`src/spsd_pkg.sv`:
```
/*
 * Package for the serial port status and data path: register offsets, field
 * positions, reset values, state codes and the master clock divider table.
 * Assumes nothing beyond a SystemVerilog compiler.
 */
`default_nettype none

package spsd_pkg;

   // register offsets on the plain register port
   localparam logic [7:0] ADDR_DATA    = 8'h31;
   localparam logic [7:0] ADDR_CTRL    = 8'h32;
   localparam logic [7:0] ADDR_CSR     = 8'h33;
   localparam logic [7:0] ADDR_EVT     = 8'h38;
   localparam logic [7:0] ADDR_EVT_EN  = 8'h39;
   localparam logic [7:0] ADDR_EVT_CLR = 8'h3a;

   // serial_control fields
   localparam int CTRL_IE   = 7;
   localparam int CTRL_EN   = 6;
   localparam int CTRL_SPR2 = 5;
   localparam int CTRL_MSTR = 4;
   localparam int CTRL_CPOL = 3;
   localparam int CTRL_CPHA = 2;
   localparam int CTRL_SPR1 = 1;
   localparam int CTRL_SPR0 = 0;

   // serial_control_status fields
   localparam int CSR_DONE = 7;
   localparam int CSR_WRITE_COLLISION_FLAG = 6;
   localparam int CSR_OVR  = 5;
   localparam int CSR_MASTER_FAULT_FLAG = 4;
   localparam int CSR_RSVD = 3;
   localparam int CSR_SOD  = 2;
   localparam int CSR_SSM  = 1;
   localparam int CSR_SSI  = 0;

   // event register fields
   localparam int EV_DONE = 0;
   localparam int EV_OVR  = 1;
   localparam int EV_MASTER_FAULT_FLAG = 2;
   localparam int EV_WRITE_COLLISION_FLAG = 3;

   localparam logic [7:0] CTRL_RST   = 8'h00;
   localparam logic [2:0] CFG_RST    = 3'h0;
   localparam logic [3:0] EVT_RST    = 4'h0;
   localparam logic [7:0] DATA_RST   = 8'h00;
   localparam logic [3:0] LAST_BIT   = 4'h7;
   localparam logic [4:0] LAST_EDGE  = 5'h0f;
   // longest master byte: 16 edges at the slowest half period
   localparam logic [10:0] RUN_MAX   = 11'h400;

   // half periods of the master clock, in system clocks
   localparam logic [6:0] HALF_DIV4   = 7'h02;
   localparam logic [6:0] HALF_DIV8   = 7'h04;
   localparam logic [6:0] HALF_DIV16  = 7'h08;
   localparam logic [6:0] HALF_DIV32  = 7'h10;
   localparam logic [6:0] HALF_DIV64  = 7'h20;
   localparam logic [6:0] HALF_DIV128 = 7'h40;

   typedef enum logic [1:0] {
      SPSD_IDLE = 2'b01,
      SPSD_RUN  = 2'b10
   } spsd_state_t;

   // rate select {spr2, spr1, spr0}; unlisted codes take the slowest
   function automatic logic [6:0] spsd_half(input logic [2:0] sel);
      case (sel)
         3'h4:    spsd_half = HALF_DIV4;
         3'h0:    spsd_half = HALF_DIV8;
         3'h1:    spsd_half = HALF_DIV16;
         3'h6:    spsd_half = HALF_DIV32;
         3'h2:    spsd_half = HALF_DIV64;
         default: spsd_half = HALF_DIV128;
      endcase
   endfunction : spsd_half

endpackage : spsd_pkg

`default_nettype wire

```
`src/spsd_port.sv`:
```
/*
 * Byte-wide synchronous serial port: status flags and their clearing
 * sequences, select management, output disable, shift register, receive
 * buffer, register port and interrupt.
 * Assumes one system clock, a register master that never waits, and serial
 * pins that arrive unsynchronised (the serial clock is sampled, not used).
 */
// Behaviour
// - transfer end sets done flag, may interrupt
// - done clears: status access then data access
// - data writes ignored while done, unread status
// - data write mid-transfer sets write collision
// - byte arriving while done set flags overrun
// - status read clears overrun flag
// - master with select low sets fault
// - fault clears: status access then control write
// - output disable drops serial data output
// - software management ignores external select pin
// - internal select level zero means selected
// - master data write starts one byte
// - received byte buffered; reads return buffer
// - data write loads shift register directly
// - data, control, status at 31h, 32h, 33h
// - one interrupt: enable and done, overrun or fault flag, or any event bit set with its enable bit set
`timescale 1ns/100ps
`default_nettype none

module spsd_port
   import spsd_pkg::*;
(
   input  wire logic       sys_clk,    // system clock, 20 MHz
   input  wire logic       nrst,       // asynchronous reset, active low
   input  wire logic [7:0] reg_addr,   // register address
   input  wire logic [7:0] reg_wdata,  // register write data
   input  wire logic       reg_wr,     // write strobe
   input  wire logic       reg_rd,     // read strobe
   output logic      [7:0] reg_rdata,  // read data, cycle after strobe
   input  wire logic       sck_in,     // serial clock pin level
   output logic            sck_out,    // serial clock drive level
   output logic            sck_oe,     // serial clock drive enable
   input  wire logic       mosi_in,    // master-out pin level
   output logic            mosi_out,   // master-out drive level
   output logic            mosi_oe,    // master-out drive enable
   input  wire logic       miso_in,    // master-in pin level
   output logic            miso_out,   // master-in drive level
   output logic            miso_oe,    // master-in drive enable
   input  wire logic       ss_n_in,    // slave select pin, active low
   output logic            irq         // level interrupt
);

   logic [3:0]  sync1;
   logic [3:0]  sync2;
   logic        sck_d;
   logic [7:0]  ctrl;
   logic [2:0]  cfg;
   logic        transfer_done_flag;
   logic        write_collision_flag;
   logic        overrun_flag;
   logic        master_fault_flag;
   logic        stat_acc;
   logic        stat_rd;
   logic        master_fault_flag_arm;
   logic [7:0]  shreg;
   logic [7:0]  rx_buf;
   logic        out_bit;
   logic [3:0]  bit_cnt;
   logic [6:0]  div_cnt;
   logic [4:0]  edge_cnt;
   logic [10:0] run_cyc;
   logic        sck_lvl;
   spsd_state_t state;
   spsd_state_t next_state;
   logic [3:0]  evt;
   logic [3:0]  evt_en;
   logic [7:0]  next_rdata;

   // synchronised pins: sck, mosi, miso, select
   wire sck_s  = sync2[3];
   wire mosi_s = sync2[2];
   wire miso_s = sync2[1];
   wire ss_s   = sync2[0];

   // register decode
   wire wr_data = reg_wr & (reg_addr == ADDR_DATA);
   wire rd_data = reg_rd & (reg_addr == ADDR_DATA);
   wire wr_ctrl = reg_wr & (reg_addr == ADDR_CTRL);
   wire wr_csr  = reg_wr & (reg_addr == ADDR_CSR);
   wire rd_csr  = reg_rd & (reg_addr == ADDR_CSR);
   wire wr_een  = reg_wr & (reg_addr == ADDR_EVT_EN);
   wire wr_eclr = reg_wr & (reg_addr == ADDR_EVT_CLR);
   wire csr_acc = wr_csr | rd_csr;
   wire dat_acc = wr_data | rd_data;

   wire enabled = ctrl[CTRL_EN];
   wire master  = ctrl[CTRL_MSTR];
   wire cpol    = ctrl[CTRL_CPOL];
   wire cpha    = ctrl[CTRL_CPHA];
   wire run     = (state == SPSD_RUN);

   // pin ignored under software management
   wire ss_int   = cfg[CSR_SSM] ? cfg[CSR_SSI] : ss_s;
   wire slv_sel  = enabled & ~master & ~ss_int;
   wire master_fault_flag_set = enabled & master & ~ss_int;

   // master clock generation
   wire [6:0] half   = spsd_half({ctrl[CTRL_SPR2], ctrl[CTRL_SPR1], ctrl[CTRL_SPR0]});
   wire       m_tick = run & (div_cnt == half - 7'h01);
   wire       m_lead = ~edge_cnt[0];
   wire       m_last = m_tick & (edge_cnt == LAST_EDGE);

   // slave edges of the sampled clock
   wire s_lead = slv_sel & (sck_d == cpol) & (sck_s != cpol);
   wire s_trl  = slv_sel & (sck_d != cpol) & (sck_s == cpol);

   wire lead_e = master ? (m_tick & m_lead) : s_lead;
   wire trl_e  = master ? (m_tick & ~m_lead) : s_trl;
   wire sample = cpha ? trl_e : lead_e;
   wire drive  = cpha ? lead_e : trl_e;
   wire rx_in  = master ? miso_s : mosi_s;

   wire [7:0] shreg_in = {shreg[6:0], rx_in};
   wire [7:0] shreg_nx = sample ? shreg_in : shreg;
   wire       s_last   = ~master & sample & (bit_cnt == LAST_BIT);
   wire       done     = master ? m_last : s_last;
   wire       busy     = run | (bit_cnt != 4'h0);

   // a write is dropped while done is set and status is unread
   wire wr_block = transfer_done_flag & ~stat_rd;
   wire write_collision_flag_set = wr_data & busy;
   wire load     = wr_data & ~wr_block & ~busy;
   wire start    = load & master & enabled;
   wire ovr_set  = done & transfer_done_flag;

   wire [3:0] ev_set = {write_collision_flag_set, master_fault_flag_set, ovr_set, done};
   wire       port_irq = ctrl[CTRL_IE] & (transfer_done_flag | master_fault_flag | overrun_flag);
   wire       next_irq = port_irq | (|(evt & evt_en));
   wire       output_disable      = cfg[CSR_SOD];

   always_ff @(posedge sys_clk or negedge nrst) begin
      if (!nrst) begin
         sync1 <= 4'h0;
         sync2 <= 4'h0;
         sck_d <= 1'b0;
      end else begin
         sync1 <= {sck_in, mosi_in, miso_in, ss_n_in};
         sync2 <= sync1;
         sck_d <= sync2[3];
      end
   end

   // master sequencer
   always_comb begin
      next_state = state;
      case (state)
         SPSD_IDLE: if (start) next_state = SPSD_RUN;
         SPSD_RUN: begin
            if (m_last | ~enabled | ~master) next_state = SPSD_IDLE;
         end
         default: next_state = SPSD_IDLE;
      endcase
   end

   always_ff @(posedge sys_clk or negedge nrst) begin
      if (!nrst) begin
         state    <= SPSD_IDLE;
         run_cyc  <= 11'h000;
         div_cnt  <= 7'h00;
         edge_cnt <= 5'h00;
         sck_lvl  <= 1'b0;
      end else begin
         state <= next_state;
         // whole-byte length, so a stuck divider cannot hide
         run_cyc <= run ? run_cyc + 11'h001 : 11'h000;
         if (!run) begin
            div_cnt  <= 7'h00;
            edge_cnt <= 5'h00;
            sck_lvl  <= cpol;
         end else if (m_tick) begin
            div_cnt  <= 7'h00;
            edge_cnt <= edge_cnt + 5'h01;
            sck_lvl  <= ~sck_lvl;
         end else begin
            div_cnt <= div_cnt + 7'h01;
         end
      end
   end

   // shift register and receive buffer
   always_ff @(posedge sys_clk or negedge nrst) begin
      if (!nrst) begin
         shreg   <= DATA_RST;
         rx_buf  <= DATA_RST;
         out_bit <= 1'b0;
         bit_cnt <= 4'h0;
      end else begin
         if (load) begin
            shreg   <= reg_wdata;
            out_bit <= reg_wdata[7];
         end else begin
            shreg <= shreg_nx;
            if (drive) out_bit <= shreg[7];
         end
         // overrun keeps the older byte; the new one is lost
         if (done & ~transfer_done_flag) rx_buf <= shreg_nx;
         // deselect mid-byte restarts bit counting
         if (done | (~master & ~slv_sel) | (master & ~run)) bit_cnt <= 4'h0;
         else if (sample) bit_cnt <= bit_cnt + 4'h1;
      end
   end

   // flags; hardware set beats software clear in the same cycle
   always_ff @(posedge sys_clk or negedge nrst) begin
      if (!nrst) begin
         transfer_done_flag     <= 1'b0;
         write_collision_flag     <= 1'b0;
         overrun_flag      <= 1'b0;
         master_fault_flag     <= 1'b0;
         stat_acc <= 1'b0;
         stat_rd  <= 1'b0;
         master_fault_flag_arm <= 1'b0;
      end else begin
         if (done) transfer_done_flag <= 1'b1;
         else if (dat_acc & stat_acc) transfer_done_flag <= 1'b0;
         if (write_collision_flag_set) write_collision_flag <= 1'b1;
         else if (dat_acc & stat_rd) write_collision_flag <= 1'b0;
         if (ovr_set) overrun_flag <= 1'b1;
         else if (rd_csr) overrun_flag <= 1'b0;
         if (master_fault_flag_set) master_fault_flag <= 1'b1;
         else if (wr_ctrl & master_fault_flag_arm) master_fault_flag <= 1'b0;
         if (dat_acc) stat_acc <= 1'b0;
         else if (csr_acc) stat_acc <= 1'b1;
         if (dat_acc) stat_rd <= 1'b0;
         else if (rd_csr) stat_rd <= 1'b1;
         if (wr_ctrl) master_fault_flag_arm <= 1'b0;
         else if (csr_acc & master_fault_flag) master_fault_flag_arm <= 1'b1;
      end
   end

   // configuration and interrupt registers
   always_ff @(posedge sys_clk or negedge nrst) begin
      if (!nrst) begin
         ctrl   <= CTRL_RST;
         cfg    <= CFG_RST;
         evt    <= EVT_RST;
         evt_en <= EVT_RST;
      end else begin
         if (master_fault_flag_set) begin
            ctrl[CTRL_EN]   <= 1'b0;
            ctrl[CTRL_MSTR] <= 1'b0;
            if (wr_ctrl) begin
               ctrl[CTRL_IE]   <= reg_wdata[CTRL_IE];
               ctrl[CTRL_SPR2] <= reg_wdata[CTRL_SPR2];
               ctrl[3:0]       <= reg_wdata[3:0];
            end
         end else if (wr_ctrl) begin
            ctrl <= reg_wdata;
         end
         // reserved bit 3 is not stored
         if (wr_csr) cfg <= reg_wdata[2:0];
         if (wr_een) evt_en <= reg_wdata[3:0];
         evt <= (evt & ~(wr_eclr ? reg_wdata[3:0] : 4'h0)) | ev_set;
      end
   end

   // read mux
   always_comb begin
      case (reg_addr)
         ADDR_DATA: next_rdata = rx_buf;
         ADDR_CTRL: next_rdata = ctrl;
         ADDR_CSR:  next_rdata = {transfer_done_flag, write_collision_flag, overrun_flag, master_fault_flag, 1'b0, cfg};
         ADDR_EVT:  next_rdata = {4'h0, evt};
         ADDR_EVT_EN: next_rdata = {4'h0, evt_en};
         default:   next_rdata = 8'h00;
      endcase
   end

   // pin drivers, all from flops
   always_ff @(posedge sys_clk or negedge nrst) begin
      if (!nrst) begin
         reg_rdata <= 8'h00;
         sck_out   <= 1'b0;
         sck_oe    <= 1'b0;
         mosi_out  <= 1'b0;
         mosi_oe   <= 1'b0;
         miso_out  <= 1'b0;
         miso_oe   <= 1'b0;
         irq       <= 1'b0;
      end else begin
         reg_rdata <= reg_rd ? next_rdata : 8'h00;
         sck_out   <= run ? sck_lvl : cpol;
         sck_oe    <= enabled & master;
         mosi_out  <= out_bit;
         mosi_oe   <= enabled & master & ~output_disable;
         miso_out  <= out_bit;
         miso_oe   <= slv_sel & ~output_disable;
         irq       <= next_irq;
      end
   end
endmodule : spsd_port

`default_nettype wire

```
`config.mk`:
```
export PLATFORM = sky130hd
export DESIGN_NAME = spsd_port
export DESIGN_NICKNAME = d
export VERILOG_FILES = /design/src/spsd_pkg.sv /design/src/spsd_port.sv
export SDC_FILE = /design/constraint.sdc
export NUM_CORES = 1
export LEC_CHECK = 0
export ABC_CLOCK_PERIOD_IN_PS = 3000
export BUFFER_PORTS_ARGS = -buffer_cell sky130_fd_sc_hd__buf_4
export CORE_ASPECT_RATIO = 0.6
export CORE_MARGIN = 2
export CORE_UTILIZATION = 54
export DETAILED_ROUTE_END_ITERATION = 16
export GPL_TIMING_DRIVEN = 0
export PLACE_DENSITY = 0.76
export SYNTH_ARGS = -nofsm -noshare
export SYNTH_HDL_FRONTEND = slang
export SYNTH_SLANG_ARGS = --single-unit
```
`constraint.sdc`:
```
create_clock -name sys_clk -period 3 [get_ports sys_clk]
set_input_delay 0.3 -clock sys_clk [delete_from_list [all_inputs] [get_ports sys_clk]]
set_output_delay 0.3 -clock sys_clk [all_outputs]
set_load 0.05 [all_outputs]
```
Word level (Yosys, flattened, before mapping)
Index checks and enable logic that the tools add are counted.

$add $sub $neg: 4. $mul: 0. Div/mod/pow operators: 0. Magnitude comparators: 0. Eq/ne operators: 22. Shift operators: 0. Multiplexer cells: 46. Bitwise logic cells: 64. Reductions and logical operators: 14.

Operators by type and width (number): == test 8 x 6 -> 1 bit, second input constant (6); two-way mux 8 bit (5); one-hot mux 8 bit (5 select lines) (1); bitwise AND 1 bit (38); one-hot mux 7 bit (5 select lines) (1); two-way mux 1 bit (28); nonzero test 2 bit (10); two-way mux 4 bit (4); two-way mux 7 bit (2); inverter 1 bit (12); two-way mux 5 bit (2); bitwise OR 1 bit (10); bitwise AND 4 bit (2); adder 7 x 1 -> 7 bit, second input constant (1); == test 7 bit (1); subtractor 7 x 1 -> 7 bit, second input constant (1); == test 3 bit, second input constant (2); adder 5 x 1 -> 5 bit, second input constant (1); == test 5 x 4 -> 1 bit, second input constant (1); adder 4 x 1 -> 4 bit, second input constant (1); == test 4 x 3 -> 1 bit, second input constant (1); two-way mux 2 bit (2); inequality test 2 x 1 -> 1 bit, second input constant (2); inverter 4 bit (1); other kinds (13) (15).

Register bits after elaboration: 85. Bits in latches: 0. Bits in writable memories: 0. Bits in read-only memories: 0. Input port bits: 24. Output and inout port bits: 15. Word-level logic and storage cells: 180. Memories kept: 0.

Logic depth before layout (Yosys ltp)
Gate-level depths: netlist of the first run.

Word-level depth: 14. Gate-level depth with buffers: 13. Mapped depth without buffers: 9.

Worst setup path after synthesis of the first run
Ideal clock, no wire load.

Path type: reg-to-reg. Start: reg ctrl[1]. End: reg rx_buf[1]. Setup time: 0.125 ns. Arrival: 2.990 ns. Data required time: 2.875 ns. Setup slack: -0.115 ns. Stages on the path, launching flop included: 13. Buffers on the path: 4. Period minus slack after synthesis: 3.115 ns. Cells stage by stage: dfrtp_1 -> clkbuf_1 -> or3_1 -> ha_1 -> xnor2_1 -> a2111o_1 -> buf_6 -> or2_1 -> buf_6 -> a2111oi_4 -> o21a_1 -> buf_6 -> mux2_4.

Word-level cells in the longest chain between the ends: 12. Elaborated cells on any way between the ends: 20. Classes of those cells: add/sub (1); eq/ne (5); mux (6); bitwise (7); reduce/logical (1).

Ends and longest elaborated chain: from (decl) (RTL line spsd_port.sv:54) `logic [7:0] ctrl;`; from (signal, indexed assignment) (RTL line spsd_port.sv:251) `ctrl[CTRL_IE] <= reg_wdata[CTRL_IE];`; from (signal, indexed assignment) (RTL line spsd_port.sv:252) `ctrl[CTRL_SPR2] <= reg_wdata[CTRL_SPR2];`; from (signal assigned) (RTL line spsd_port.sv:253) `ctrl[3:0] <= reg_wdata[3:0];`; == test 3 x 2 -> 1 bit, or another cell as far along (RTL line spsd_pkg.sv:68) `case (sel)`; one-hot mux 7 bit (5 select lines) * (RTL line spsd_pkg.sv:68); subtractor 7 x 1 -> 7 bit * (RTL line spsd_port.sv:107) `wire m_tick = run & (div_cnt == half - 7'h01);`; == test 7 bit * (RTL line spsd_port.sv:107); bitwise AND 1 bit * (RTL line spsd_port.sv:107); bitwise AND 1 bit (on tied branches) (RTL line spsd_port.sv:115, spsd_port.sv:116); two-way mux 1 bit (on tied branches) (RTL line spsd_port.sv:115, spsd_port.sv:116); two-way mux 1 bit (RTL line spsd_port.sv:117) `wire sample = cpha ? trl_e : lead_e;`; bitwise AND 1 bit (2 in series) (RTL line spsd_port.sv:123) `wire s_last = ~master & sample & (bit_cnt == LAST_BIT);`; two-way mux 1 bit (RTL line spsd_port.sv:124) `wire done = master ? m_last : s_last;`; bitwise AND 1 bit (RTL line spsd_port.sv:204) `if (done & ~transfer_done_flag) rx_buf <= shreg_nx;`; to (signal assigned) (RTL line spsd_port.sv:204); to (decl) (RTL line spsd_port.sv:64) `logic [7:0] rx_buf;`.

Every way passes the cells marked *; elsewhere a longest branch is shown, timed or not. A chain may end at the register's enable or synchronous reset.

Worst setup path in the final report of the first run
Ends and elaborated chain as after synthesis.

==> metrics.md, run 1 <==
| Metric | Value |
|---|---|
| Status | finished with violations |
| Failing checks | negative setup slack |
| Max_cap viols | 0 |
| Number of vias per cell | around 5.9 |
| R2r startpoint | ctrl[1] |
| N_diodes | 0 |
| Slew Viols, Final | 0 |
| Worst R2R Setup Slack | -0.07 ns |
| Critical path peak fanout | 7 |
| Storage cell area | between 2000 and 2500 µm² |
| Clk_skew | between 0.006 and 0.007 ns |
| Switching share of power | between 20% and 30% |
| Syn_area_per_cell | roughly 11 µm² |
| Slowest stage delay, CP | about 0.50 ns |
| CP Cell Sequence | clkbuf_8 > or3_4 > ha_4 > xnor2_2 > or4b_4 > a21o_4 > a2111oi_4 > o21a_1 > buf_6 > mux2_4 |
| Vias in the first global route | 3192 |
| DP Cell Count | between 500 and 600 |
| Vias | 3370 |
| Most used routing layer | met1 |
| Fin cells | approximately 570 |
| YS warnings | 0 |
| GRT Resource Usage Total | 25.7% |
| Clk root buf | clkbuf_16 |
| Crit. End Element | flop |
| Final period util | 102% |
| Post-route ant nets | 0 |
| Initial antenna violation count | 0 |
| Filler cells | just over 600 |
| GRT met2 Usage | 35.9% |
| Initial Utilization | a little over half |
| # port buffers | 38 |
| Crit Path Class | reg -> reg |
| Worst vdd ir | between 0.0003 and 0.0004 V |
| 1st-pass router iterations | 5 |
| Int Power | 2.01 mW |
| Gr ovfl total | 0 |
| Core box area | between 7000 and 8000 µm² |
| Met1 routing resource usage after global routing | 38.7% |
| Worst skew pair latency | 0.34 ns |
| I/O pins | 39 |
| Synth unique cells | 55 |
| Die W | 119 µm |
| Comb power frac | about 8.8% |
| DR iter-0 viols | slightly below 400 |
| Predominant post-synthesis flop cell | dfrtp_1 |
| Die area | ~8700 µm² |
| WP data arrival | between 3 and 4 ns |
| Grt met3 use | between 8 and 9% |
| Startpoint type of the worst setup path | flop |
| Worst Hold End | sync1[2] |
| Clk pwr share | between 40% and 50% |
| RSZ-0062 raised after global routing | yes |
| Slowest CP cell | or4b_4 |
| Wirelength, routed | around 11000 µm |
| R2r worst-path depth | 10 |
| HPWL Detailed | 7250 µm |
| # setup viols final | 9 |
| HP Class | in -> reg |
| Placer Congestion | 0.906 |
| Syn Inst Count | just under 400 |
| Cell area after synthesis | 4280 µm² |
| Sink Count | 85 |
| Hold path start | mosi_in |
| Max Freq | around 0.33 GHz |
| Post-synth ARST share | between 90% and 100% |
| Avg WL per Cell | 18.5 µm |
| P&R area growth vs syn | 21.7% |
| Die Ht | between 70 and 80 µm |
| Total power | 2.61 mW |
| H-tree depth | 3 |
| Layout cells sized above 1 | ~29% |
| # DRC | 0 |
| Multi-input gate area | 2070 µm² |
| First-pass GRT wire length | around 17000 µm |
| Tmin final | approximately 3.1 ns |
| Worst Path Required | roughly 3.2 ns |
| Fin nets | about 500 |
| Reg clk slew, reported paths | ~0.06 ns |
| Worst Tran Pin Value | about 1.2 ns |
| Synth Register Bits | 85 |
| Worst slew margin | roughly 17% |
| Power density cells | about 500 nW/µm² |
| Post-synthesis sequential area ratio | between 40% and 50% |
| Post-Route Utilization | between 60% and 70% |
| CTS tree | built |
| Psw | 600 µW |
| CTS Buf Count | 9 |
| Hold_buf cts | 0 |
| Post-synth EDFFs | 0 |
| Static Leak | 2.34 nW |
| Sequential share of power | 46.2% |
| R2r endpoint | rx_buf[1] |
| Dpl ws | -0.273 ns |
| Fin worst setup slack | -0.0742 ns |
| Final Hold Fails | 0 |
| Clock Path Buffers | 2 |
| Pin count of the biggest net entering global routing | between 80 and 90 |
| Post-synth net total | approximately 430 |
| # rows | 25 |
| TNS Setup | -0.514 ns |
| Hold path depth | 1 |
==> synthesized netlist by cell type (4+ instances only) <==
cell      instances  area (µm²)
dfrtp_1          84        2100
nand2_1          35         131
nor2_1           35         131
mux2_2           33         372
clkbuf_1         16        60.1
nand3_1          16        80.1
a21oi_1          13        65.1
inv_1            11        41.3
xnor2_1          11        96.3
nor4b_1           9        78.8
o21ai_0           8        40.0
a22oi_1           7        52.6
a32oi_1           7        61.3
mux2_4            7         105
o21ai_1           7        35.0
a21o_1            6        45.0
and3_1            6        37.5
ha_1              6        75.1
nor2b_1           6        37.5
nor3_1            6        30.0
mux2i_1           4        40.0
o21a_1            4        30.0
==> power groups by stage <==
stage          sequential (mW)  clock [mW]  combinational (mW)
2_1_floorplan             1.22           0               0.108
3_3_place_gp              1.22           0               0.191
3_5_place_dp              1.22           0               0.195
4_1_cts                   1.20        1.20               0.214
5_1_grt                   1.21        1.24               0.247
6_report                  1.20        1.18               0.229
==> metal layers <==
| layer | routed length, µm | vias to the layer above | share of wire, % |
|---|---|---|---|
| met3 | 932 | 11 | 8.8 |
| met4 | 114 | 0 | 1.1 |
| met1 | 5060 | 1664 | 48 |
| met2 | 4480 | 147 | 42 |
| met5 | 0 | - | 0 |
| li1 | - | 1548 | - |
==> critical path: cells and delay by family, from the launching register on <==
kind,cells,cell delay (ns)
AND/OR/NAND/NOR,2,0.87
flip-flops,1,0.39
AO/OA/AOI/OAI,3,0.77
XOR/XNOR,1,0.13
buffers and inverters,2,0.31
adder cells (fa/ha/maj),1,0.18
multiplexers,1,0.31
==> registers in the layout, indices dropped and copies added (netlist names), 5 cells and up <==
signal,flops
reg_rdata,8
div_cnt,7
edge_cnt,5
shreg,8
rx_buf,8
ctrl,8
==> stage by stage <==
stage	hold slack [ns]	cell area [µm²]
after detailed placement	0.335	4720
after CTS	0.0551	5150
final	0.0647	5210
after global placement	0.332	4720
after global routing	0.0489	5210
after floorplan	0.00441	4300
==> cell usage in the layout (no fill, tap or decap), types with 10 or more instances in the layout <==
| cell type | synthesis | final |
|---|---|---|
| clkbuf_1 | 16 | 14 |
| xnor2_1 | 11 | 10 |
| buf_4 | 1 | 55 |
| nand2_1 | 35 | 35 |
| dfrtp_1 | 84 | 83 |
| nor2_1 | 35 | 35 |
| inv_1 | 11 | 11 |
| nand3_1 | 16 | 16 |
| a21oi_1 | 13 | 13 |
| mux2_2 | 33 | 32 |
==> cell type report <==
| cell class | instances | area share, % |
|---|---|---|
| Tap cell | 108 | 2.59 |
| Buffer | 22 | 2.42 |
| Sequential cell | 85 | 40.9 |
| Clock inverter | 5 | 1.63 |
| Timing Repair Buffer | 53 | 7.64 |
| Inverter | 11 | 0.792 |
| Clock buffer | 10 | 4.39 |
| Multi-Input combinational cell | 277 | 39.7 |
==> what timing repair did <==
item | 4_1_cts | 5_1_grt
setup endpoints to repair | 32 | 32
resized for setup | 13 | 7
setup buffers | 9 | 6
pin swaps | 4 | 2
cloned | 0 | 0
hold endpoints to repair | 0 | 0
==> worst max path at each step <==
stage	end	slack, ns	start	depth (start not counted)
final	rx_buf[1]	-0.07	ctrl[1]	10
after global routing	rx_buf[4]	-0.15	ctrl[0]	10
after CTS	rx_buf[1]	-0.08	ctrl[1]	12
after detailed placement	rx_buf[7]	-0.27	ctrl[5]	10
after global placement	rx_buf[3]	-0.21	ctrl[5]	10
after floorplan	rx_buf[1]	-0.02	ctrl[1]	10
==> logic make-up after synthesis <==
family | Yosys count | synth area share [%]
DFF | 85 | 49.7
xor gates and xnor gates | 14 | 2.86
and+or+nand+nor | 137 | 16.4
adders and majority gates | 6 | 1.75
AOI/OAI and AO/OA | 76 | 13.5
muxes | 44 | 12.1
buffers and inverters | 34 | 3.68
(Power assumes the default switching activity.)
==> inputs of run 2 (changes only) <==
Settings changed: ABC_CLOCK_PERIOD_IN_PS 3000 to 2850, CORE_UTILIZATION 54 to 59, PLACE_DENSITY 0.76 to 0.79.
Clock period 3 ns to 2.85 ns, I/O delays scaled along.
==> metrics.md, run 2 (same netlist as run 1, synthesis figures left out) <==
| Metric | Value |
|---|---|
| Worst Path Required | 3.08 ns (was 3.23 ns) |
| Initial antenna violation count | 0 (unchanged) |
| Wirelength, routed | 11800 µm (was 10600 µm) |
| TNS Setup | -3.13 ns (was -0.514 ns) |
| Worst skew pair latency | 0.35 ns (was 0.34 ns) |
| Dpl ws | -0.449 ns (was -0.273 ns) |
| Power density cells | 522 nW/µm² (was 501 nW/µm²) |
| Fin cells | 554 (was 571) |
| Vias | 3553 (was 3370) |
| Most common cell after layout, fill and taps aside | dfrtp_1 (unchanged) |
| Placer Congestion | 0.925 (was 0.906) |
| Multi-input gate area | 2200 µm² (was 2070 µm²) |
| R2r worst-path depth | 10 (unchanged) |
| Core box area | 6850 µm² (was 7790 µm²) |
| Worst vdd ir | 0.000366 V (was 0.000363 V) |
| Post-route ant nets | 0 (unchanged) |
| CTS tree | built (unchanged) |
| Final period util | 108% (was 102%) |
| DR iter-0 viols | 409 (was 386) |
| Failing checks | negative setup slack (unchanged) |
| # setup viols final | 20 (was 9) |
| Number of vias per cell | 6.41 (was 5.90) |
| # DRC | 0 (unchanged) |
| Storage cell area | 2130 µm² (unchanged) |
| Crit. End Element | flop (unchanged) |
| Fin nets | 492 (was 489) |
| # port buffers | 38 (unchanged) |
| Slew Viols, Final | 0 (unchanged) |
| Die area | 7980 µm² (was 8680 µm²) |
| HPWL Detailed | 7470 µm (was 7250 µm) |
| Worst R2R Setup Slack | -0.23 ns (was -0.07 ns) |
| Post-Route Utilization | 78.4% (was 66.9%) |
| Max Freq | 0.325 GHz (about the same) |
| Critical path peak fanout | 9 (was 7) |
| Status | finished with violations (unchanged) |
| Worst slew margin | 16.5% (was 17.1%) |
| Worst Tran Pin Value | 1.24 ns (was 1.23 ns) |
| Clk root buf | clkbuf_16 (unchanged) |
| Pin count of the biggest net entering global routing | 86 (unchanged) |
| 1st-pass router iterations | 5 (unchanged) |
| Sink Count | 85 (unchanged) |
| Hold_buf cts | 0 (unchanged) |
| P&R area growth vs syn | 25.3% (was 21.7%) |
| Hold path depth | 1 (unchanged) |
| Startpoint type of the worst setup path | flop (unchanged) |
| Vias in the first global route | 3417 (was 3192) |
| R2r endpoint | rx_buf[3] (was rx_buf[1]) |
| HP Class | in -> reg (unchanged) |
| Worst Hold End | sync1[0] (was sync1[2]) |
| Avg WL per Cell | 21.2 µm (was 18.5 µm) |
| Reg clk slew, reported paths | 0.06 ns (about the same) |
| Fin worst setup slack | -0.226 ns (was -0.0742 ns) |
| RSZ-0062 raised after global routing | yes (unchanged) |
| Max_cap viols | 0 (unchanged) |
| I/O pins | 39 (unchanged) |
| # rows | 23 (was 25) |
| WP data arrival | 3.30 ns (about the same) |
| Layout cells sized above 1 | 33.0% (was 28.9%) |
| Clk_skew | 0.00705 ns (was 0.00651 ns) |
| Die W | 114 µm (was 119 µm) |
| Hold path start | ss_n_in (was mosi_in) |
| Final Hold Fails | 0 (unchanged) |
| R2r startpoint | ctrl[0] (was ctrl[1]) |
| DP Cell Count | 521 (was 542) |
| Tmin final | 3.08 ns (was 3.07 ns) |
| Commonest non-fill, non-tap cells in the layout | dfrtp_1 (83), buf_4 (55), nand2_1 (35) (was dfrtp_1 (83), buf_4 (55), nor2_1 (35), nand2_1 (35), mux2_2 (32)) |
| Die Ht | 70.0 µm (was 73.0 µm) |
| Clock Path Buffers | 2 (unchanged) |
| Initial Utilization | 62.5% (was 55.0%) |
| N_diodes | 0 (unchanged) |
| Crit Path Class | reg -> reg (unchanged) |
| Total power | 2.80 mW (was 2.61 mW) |
| CTS Buf Count | 9 (unchanged) |
| Gr ovfl total | 0 (unchanged) |
| GRT Resource Usage Total | 29.8% (was 25.7%) |
| Filler cells | 436 (was 616) |
| H-tree depth | 3 (unchanged) |
| Static Leak | 2.40 nW (was 2.34 nW) |
| First-pass GRT wire length | 18200 µm (was 16800 µm) |
[run 2: cell types whose count changed in the layout (fill, tap and decap cells not counted), sizes merged]
cell and change:
buf +5, inv -1
[run 2: routing by layer]
layer | global-route usage (%) | vias to the layer above | part of all wire [%]
met5 | 0 | - | 0
met4 | 8.27 | 0 | 1.6
met3 | 11.5 | 22 | 11
met2 | 41.3 | 216 | 43
met1 | 43.5 | 1760 | 44
li1 | - | 1555 | -
[run 2: worst max-delay path by stage]
stage | startpoint | slack, ns | cells past startpoint | to
2_1_floorplan | ctrl[1] | -0.17 | 10 | rx_buf[1]
3_3_place_gp | ctrl[5] | -0.36 | 10 | rx_buf[2]
3_5_place_dp | ctrl[5] | -0.45 | 10 | rx_buf[3]
4_1_cts | ctrl[1] | -0.21 | 10 | rx_buf[3]
5_1_grt | ctrl[0] | -0.29 | 10 | rx_buf[3]
6_report | ctrl[0] | -0.23 | 10 | rx_buf[3]
[run 2: repair_timing]
| item | 4_1_cts | 5_1_grt |
|---|---|---|
| gates resized for setup | 24 | 29 |
| endpoints found under the setup margin | 39 | 37 |
| setup buffers | 8 | 11 |
| pin swaps | 7 | 8 |
[run 2: cell type report]
| type | instances | area share (%) |
|---|---|---|
| multi-input combinational | 277 | 41.0 |
| sequential | 85 | 39.7 |
| timing repair buffer | 57 | 8.18 |
| clock buffer | 12 | 4.59 |
| buffer | 21 | 2.35 |
| tap | 87 | 2.03 |
| clock inverter | 4 | 1.35 |
| inverter | 11 | 0.769 |
[run 2: report_power, final]
part / switching [mW] / leakage (nW) / internal (mW)
Clock: 0.470 / 0.153 / 0.790
Combinational: 0.147 / 1.10 / 0.121
Sequential: 0.0310 / 1.15 / 1.24
[run 2: per-stage QoR]
stage	hold WS (ns)	instance area, µm²
floorplan	-0.0106	4300
global route	0.0303	5370
CTS	0.0381	5180
finish	0.0430	5370
detailed placement	0.335	4690
global placement	0.333	4690
[run 2: critical path: stages, from the launching register on]
cell and delay (ns):
dfrtp_1 0.37, buf_6 0.15, or3_4 0.38, ha_4 0.19
xnor2_4 0.12, or4b_4 0.51, a21o_4 0.24, a2111oi_4 0.35
o21a_1 0.17, buf_6 0.16, mux2_4 0.31
==> inputs of run 3 (changes only) <==
Settings changed: ABC_AREA from default to 1, PLACE_DENSITY 0.79 to 0.8.
==> metrics.md, run 3 <==
| Metric | Value |
|---|---|
| R2r worst-path depth | 17 (was 10) |
| Initial Utilization | 60.5% (was 62.5%) |
| Max_cap viols | 0 (unchanged) |
| Fin nets | 566 (was 492) |
| Post-route ant nets | 0 (unchanged) |
| Static Leak | 2.40 nW (about the same) |
| Avg WL per Cell | 15.2 µm (was 21.2 µm) |
| CP Cell Sequence | inv_1 > nand3_1 > ha_1 > inv_1 > nand2_1 > nand3_1 > nor2_2 > nand3_2 > nor2_4 > nand4_1 > nand3_2 > nand2_2 > buf_6 > nand2_1 > nand2_1 > nand2_1 > o21ai_1 (was buf_6 > or3_4 > ha_4 > xnor2_4 > or4b_4 > a21o_4 > a2111oi_4 > o21a_1 > buf_6 > mux2_4) |
| Hold path depth | 1 (unchanged) |
| Startpoint type of the worst setup path | flop (unchanged) |
| Pin count of the biggest net entering global routing | 86 (unchanged) |
| GRT Resource Usage Total | 27.2% (was 29.8%) |
| # port buffers | 37 (was 38) |
| Max Freq | 0.392 GHz (was 0.325 GHz) |
| Post-synth net total | 518 (was 426) |
| YS warnings | 0 (unchanged) |
| Final Hold Fails | 0 (unchanged) |
| Post-CTS Resized | 0 (was 24) |
| Hold Slack | 0.0518 ns (was 0.0430 ns) |
| Cell mode on critical path | nand2_1 (was buf_6) |
| Fin cells | 627 (was 554) |
| 1st-pass router iterations | 7 (was 5) |
| Post-synthesis sequential area ratio | 52.9% (was 49.7%) |
| Tmin final | 2.55 ns (was 3.08 ns) |
| Synth area leader | dfrtp_1 (unchanged) |
| Final period util | 89.5% (was 108%) |
| HPWL Detailed | 7050 µm (was 7470 µm) |
| WP data arrival | 2.76 ns (was 3.30 ns) |
| Worst slew margin | 31.2% (was 16.5%) |
| Clk_skew | 0.00977 ns (was 0.00705 ns) |
| Sink Count | 85 (unchanged) |
| H-tree depth | 3 (unchanged) |
| HP Class | in -> reg (unchanged) |
| Die W | 111 µm (was 114 µm) |
| Critical path peak fanout | 10 (was 9) |
| Synth Register Bits | 85 (unchanged) |
| N_diodes | 0 (unchanged) |
| Cell area after synthesis | 4020 µm² (was 4280 µm²) |
| Vias in the first global route | 3104 (was 3417) |
| Vias | 3449 (was 3553) |
| First-pass GRT wire length | 15500 µm (was 18200 µm) |
| Count leader, synth | nand2_1 (was dfrtp_1) |
| Worst Tran Pin Value | 1.03 ns (was 1.24 ns) |
| Reg clk slew, reported paths | 0.06 ns (about the same) |
| Worst skew pair latency | 0.34 ns (was 0.35 ns) |
| Synth top area share | 52.3% (was 49.1%) |
| Status | finished clean (was finished with violations) |
| Number of vias per cell | 5.50 (was 6.41) |
| Hold_buf cts | 0 (unchanged) |
| Die area | 7520 µm² (was 7980 µm²) |
| Setup Fix Bufs, Post-CTS | 0 (was 8) |
| DP Cell Count | 612 (was 521) |
| Post-synth ARST share | 100% (unchanged) |
| Post-synth top cells | nand2_1 (152), dfrtp_1 (84), inv_1 (62), nand3_1 (42), o21ai_0 (34) (was dfrtp_1 (84), nand2_1 (35), nor2_1 (35), mux2_2 (33)) |
| Layout cells sized above 1 | 14.8% (was 33.0%) |
| Worst path depth | 17 (was 10) |
| Crit Path Class | reg -> reg (unchanged) |
| Die Ht | 68.0 µm (was 70.0 µm) |
| Power density cells | 585 nW/µm² (was 522 nW/µm²) |
| Worst vdd ir | 0.000403 V (was 0.000366 V) |
| Filler cells | 521 (was 436) |
| Slowest stage delay, CP | 0.39 ns (was 0.51 ns) |
| CTS tree | built (unchanged) |
| Placer Congestion | 0.995 (was 0.925) |
| Synth top area cells | dfrtp_1 (52%), nand2_1 (14%), inv_1 (5.8%), nand3_1 (5.2%), o21ai_0 (4.2%) (was dfrtp_1 (49%), mux2_2 (8.7%), nand2_1 (3.1%), nor2_1 (3.1%), mux2_4 (2.5%)) |
| Commonest non-fill, non-tap cells in the layout | nand2_1 (152), dfrtp_1 (84), inv_1 (62) (was dfrtp_1 (83), buf_4 (55), nand2_1 (35)) |
| Delay-heaviest family, CP | simple AND/OR/NAND/NOR gates (unchanged) |
| P&R area growth vs syn | 17.4% (was 25.3%) |
| Worst Path Required | 3.06 ns (was 3.08 ns) |
| Core box area | 6650 µm² (was 6850 µm²) |
| # rows | 23 (unchanged) |
| # setup viols final | 0 (was 20) |
| I/O pins | 39 (unchanged) |
| RSZ-0062 raised after global routing | no (was yes) |
| Post-synth EDFFs | 0 (unchanged) |
| Slowest CP cell | dfrtp_1 (was or4b_4) |
| TNS Setup | 0 ns (was -3.13 ns) |
| Syn_area_per_cell | 8.24 µm² (was 10.8 µm²) |
| Syn Inst Count | 488 (was 396) |
| Clk root buf | clkbuf_16 (unchanged) |
| Fin worst setup slack | 0.300 ns (was -0.226 ns) |
| Crit. End Element | flop (unchanged) |
| Predominant post-synthesis flop cell | dfrtp_1 (unchanged) |
| Dpl ws | 0.320 ns (was -0.449 ns) |
| Wirelength, routed | 9540 µm (was 11800 µm) |
| CTS Buf Count | 9 (unchanged) |
| Clock Path Buffers | 2 (unchanged) |
| DR iter-0 viols | 429 (was 409) |
| Slew Viols, Final | 0 (unchanged) |
| Synth unique cells | 35 (was 55) |
| Worst Path Buf+Inv | 3 (was 2) |
| Most common cell after layout, fill and taps aside | nand2_1 (was dfrtp_1) |
| Gr ovfl total | 0 (unchanged) |
| # DRC | 0 (unchanged) |
| Initial antenna violation count | 0 (unchanged) |
| Worst R2R Setup Slack | 0.30 ns (was -0.23 ns) |
## run 3: logic make-up after synthesis
kind of cell / share of synthesized area [%]
compound gates: 8.37
simple gates: 27.8
xor+xnor: 1.31
flops: 52.9
fa+ha+maj: 1.87
buf+inv: 7.74
## run 3: layout make-up
class / instances / area [µm²] / share of cell area [%]
tap: 87 / 109 / 2.30
sequential: 85 / 2130 / 45.1
inverter: 66 / 248 / 5.25
clock buffer: 10 / 239 / 5.06
multi-input combinational: 327 / 1580 / 33.5
buffer: 10 / 63.8 / 1.35
timing repair buffer: 37 / 278 / 5.88
clock inverter: 5 / 75.1 / 1.59
## run 3: final timing paths
kind / start / endpoint
min in group asynchronous: nrst / div_cnt[3]
hold reg to reg: sync1[1] / sync2[1]
hold / removal: ss_n_in / sync1[0]
setup / recovery: ctrl[1] / shreg[2]
setup reg to reg: ctrl[1] / shreg[2]
max in group asynchronous: nrst / bit_cnt[1]
## run 3: layer usage
layer	wire length (µm)	part of all wire, %	vias up	global-route usage, %
li1	-	-	1656	-
met1	4390	46	1638	39.3
met2	4060	43	133	40.4
met3	901	9.4	22	8.41
met4	187	2.0	0	7.19
met5	0	0	-	0
## run 3: stage by stage
stage          util (%)  area [µm²]  power, mW
2_1_floorplan         -        4020       1.45
3_3_place_gp       66.3        4410       1.55
3_5_place_dp       66.3        4410       1.55
4_1_cts            71.1        4720       2.78
5_1_grt            71.1        4720       2.86
6_report           71.1        4720       2.76
## run 3: power breakdown
part           internal [mW]  switching [mW]  leakage (nW)
Sequential              1.27          0.0356          1.10
Clock                  0.781           0.450         0.158
Combinational         0.0789           0.153          1.14
Total                   2.13           0.638          2.40
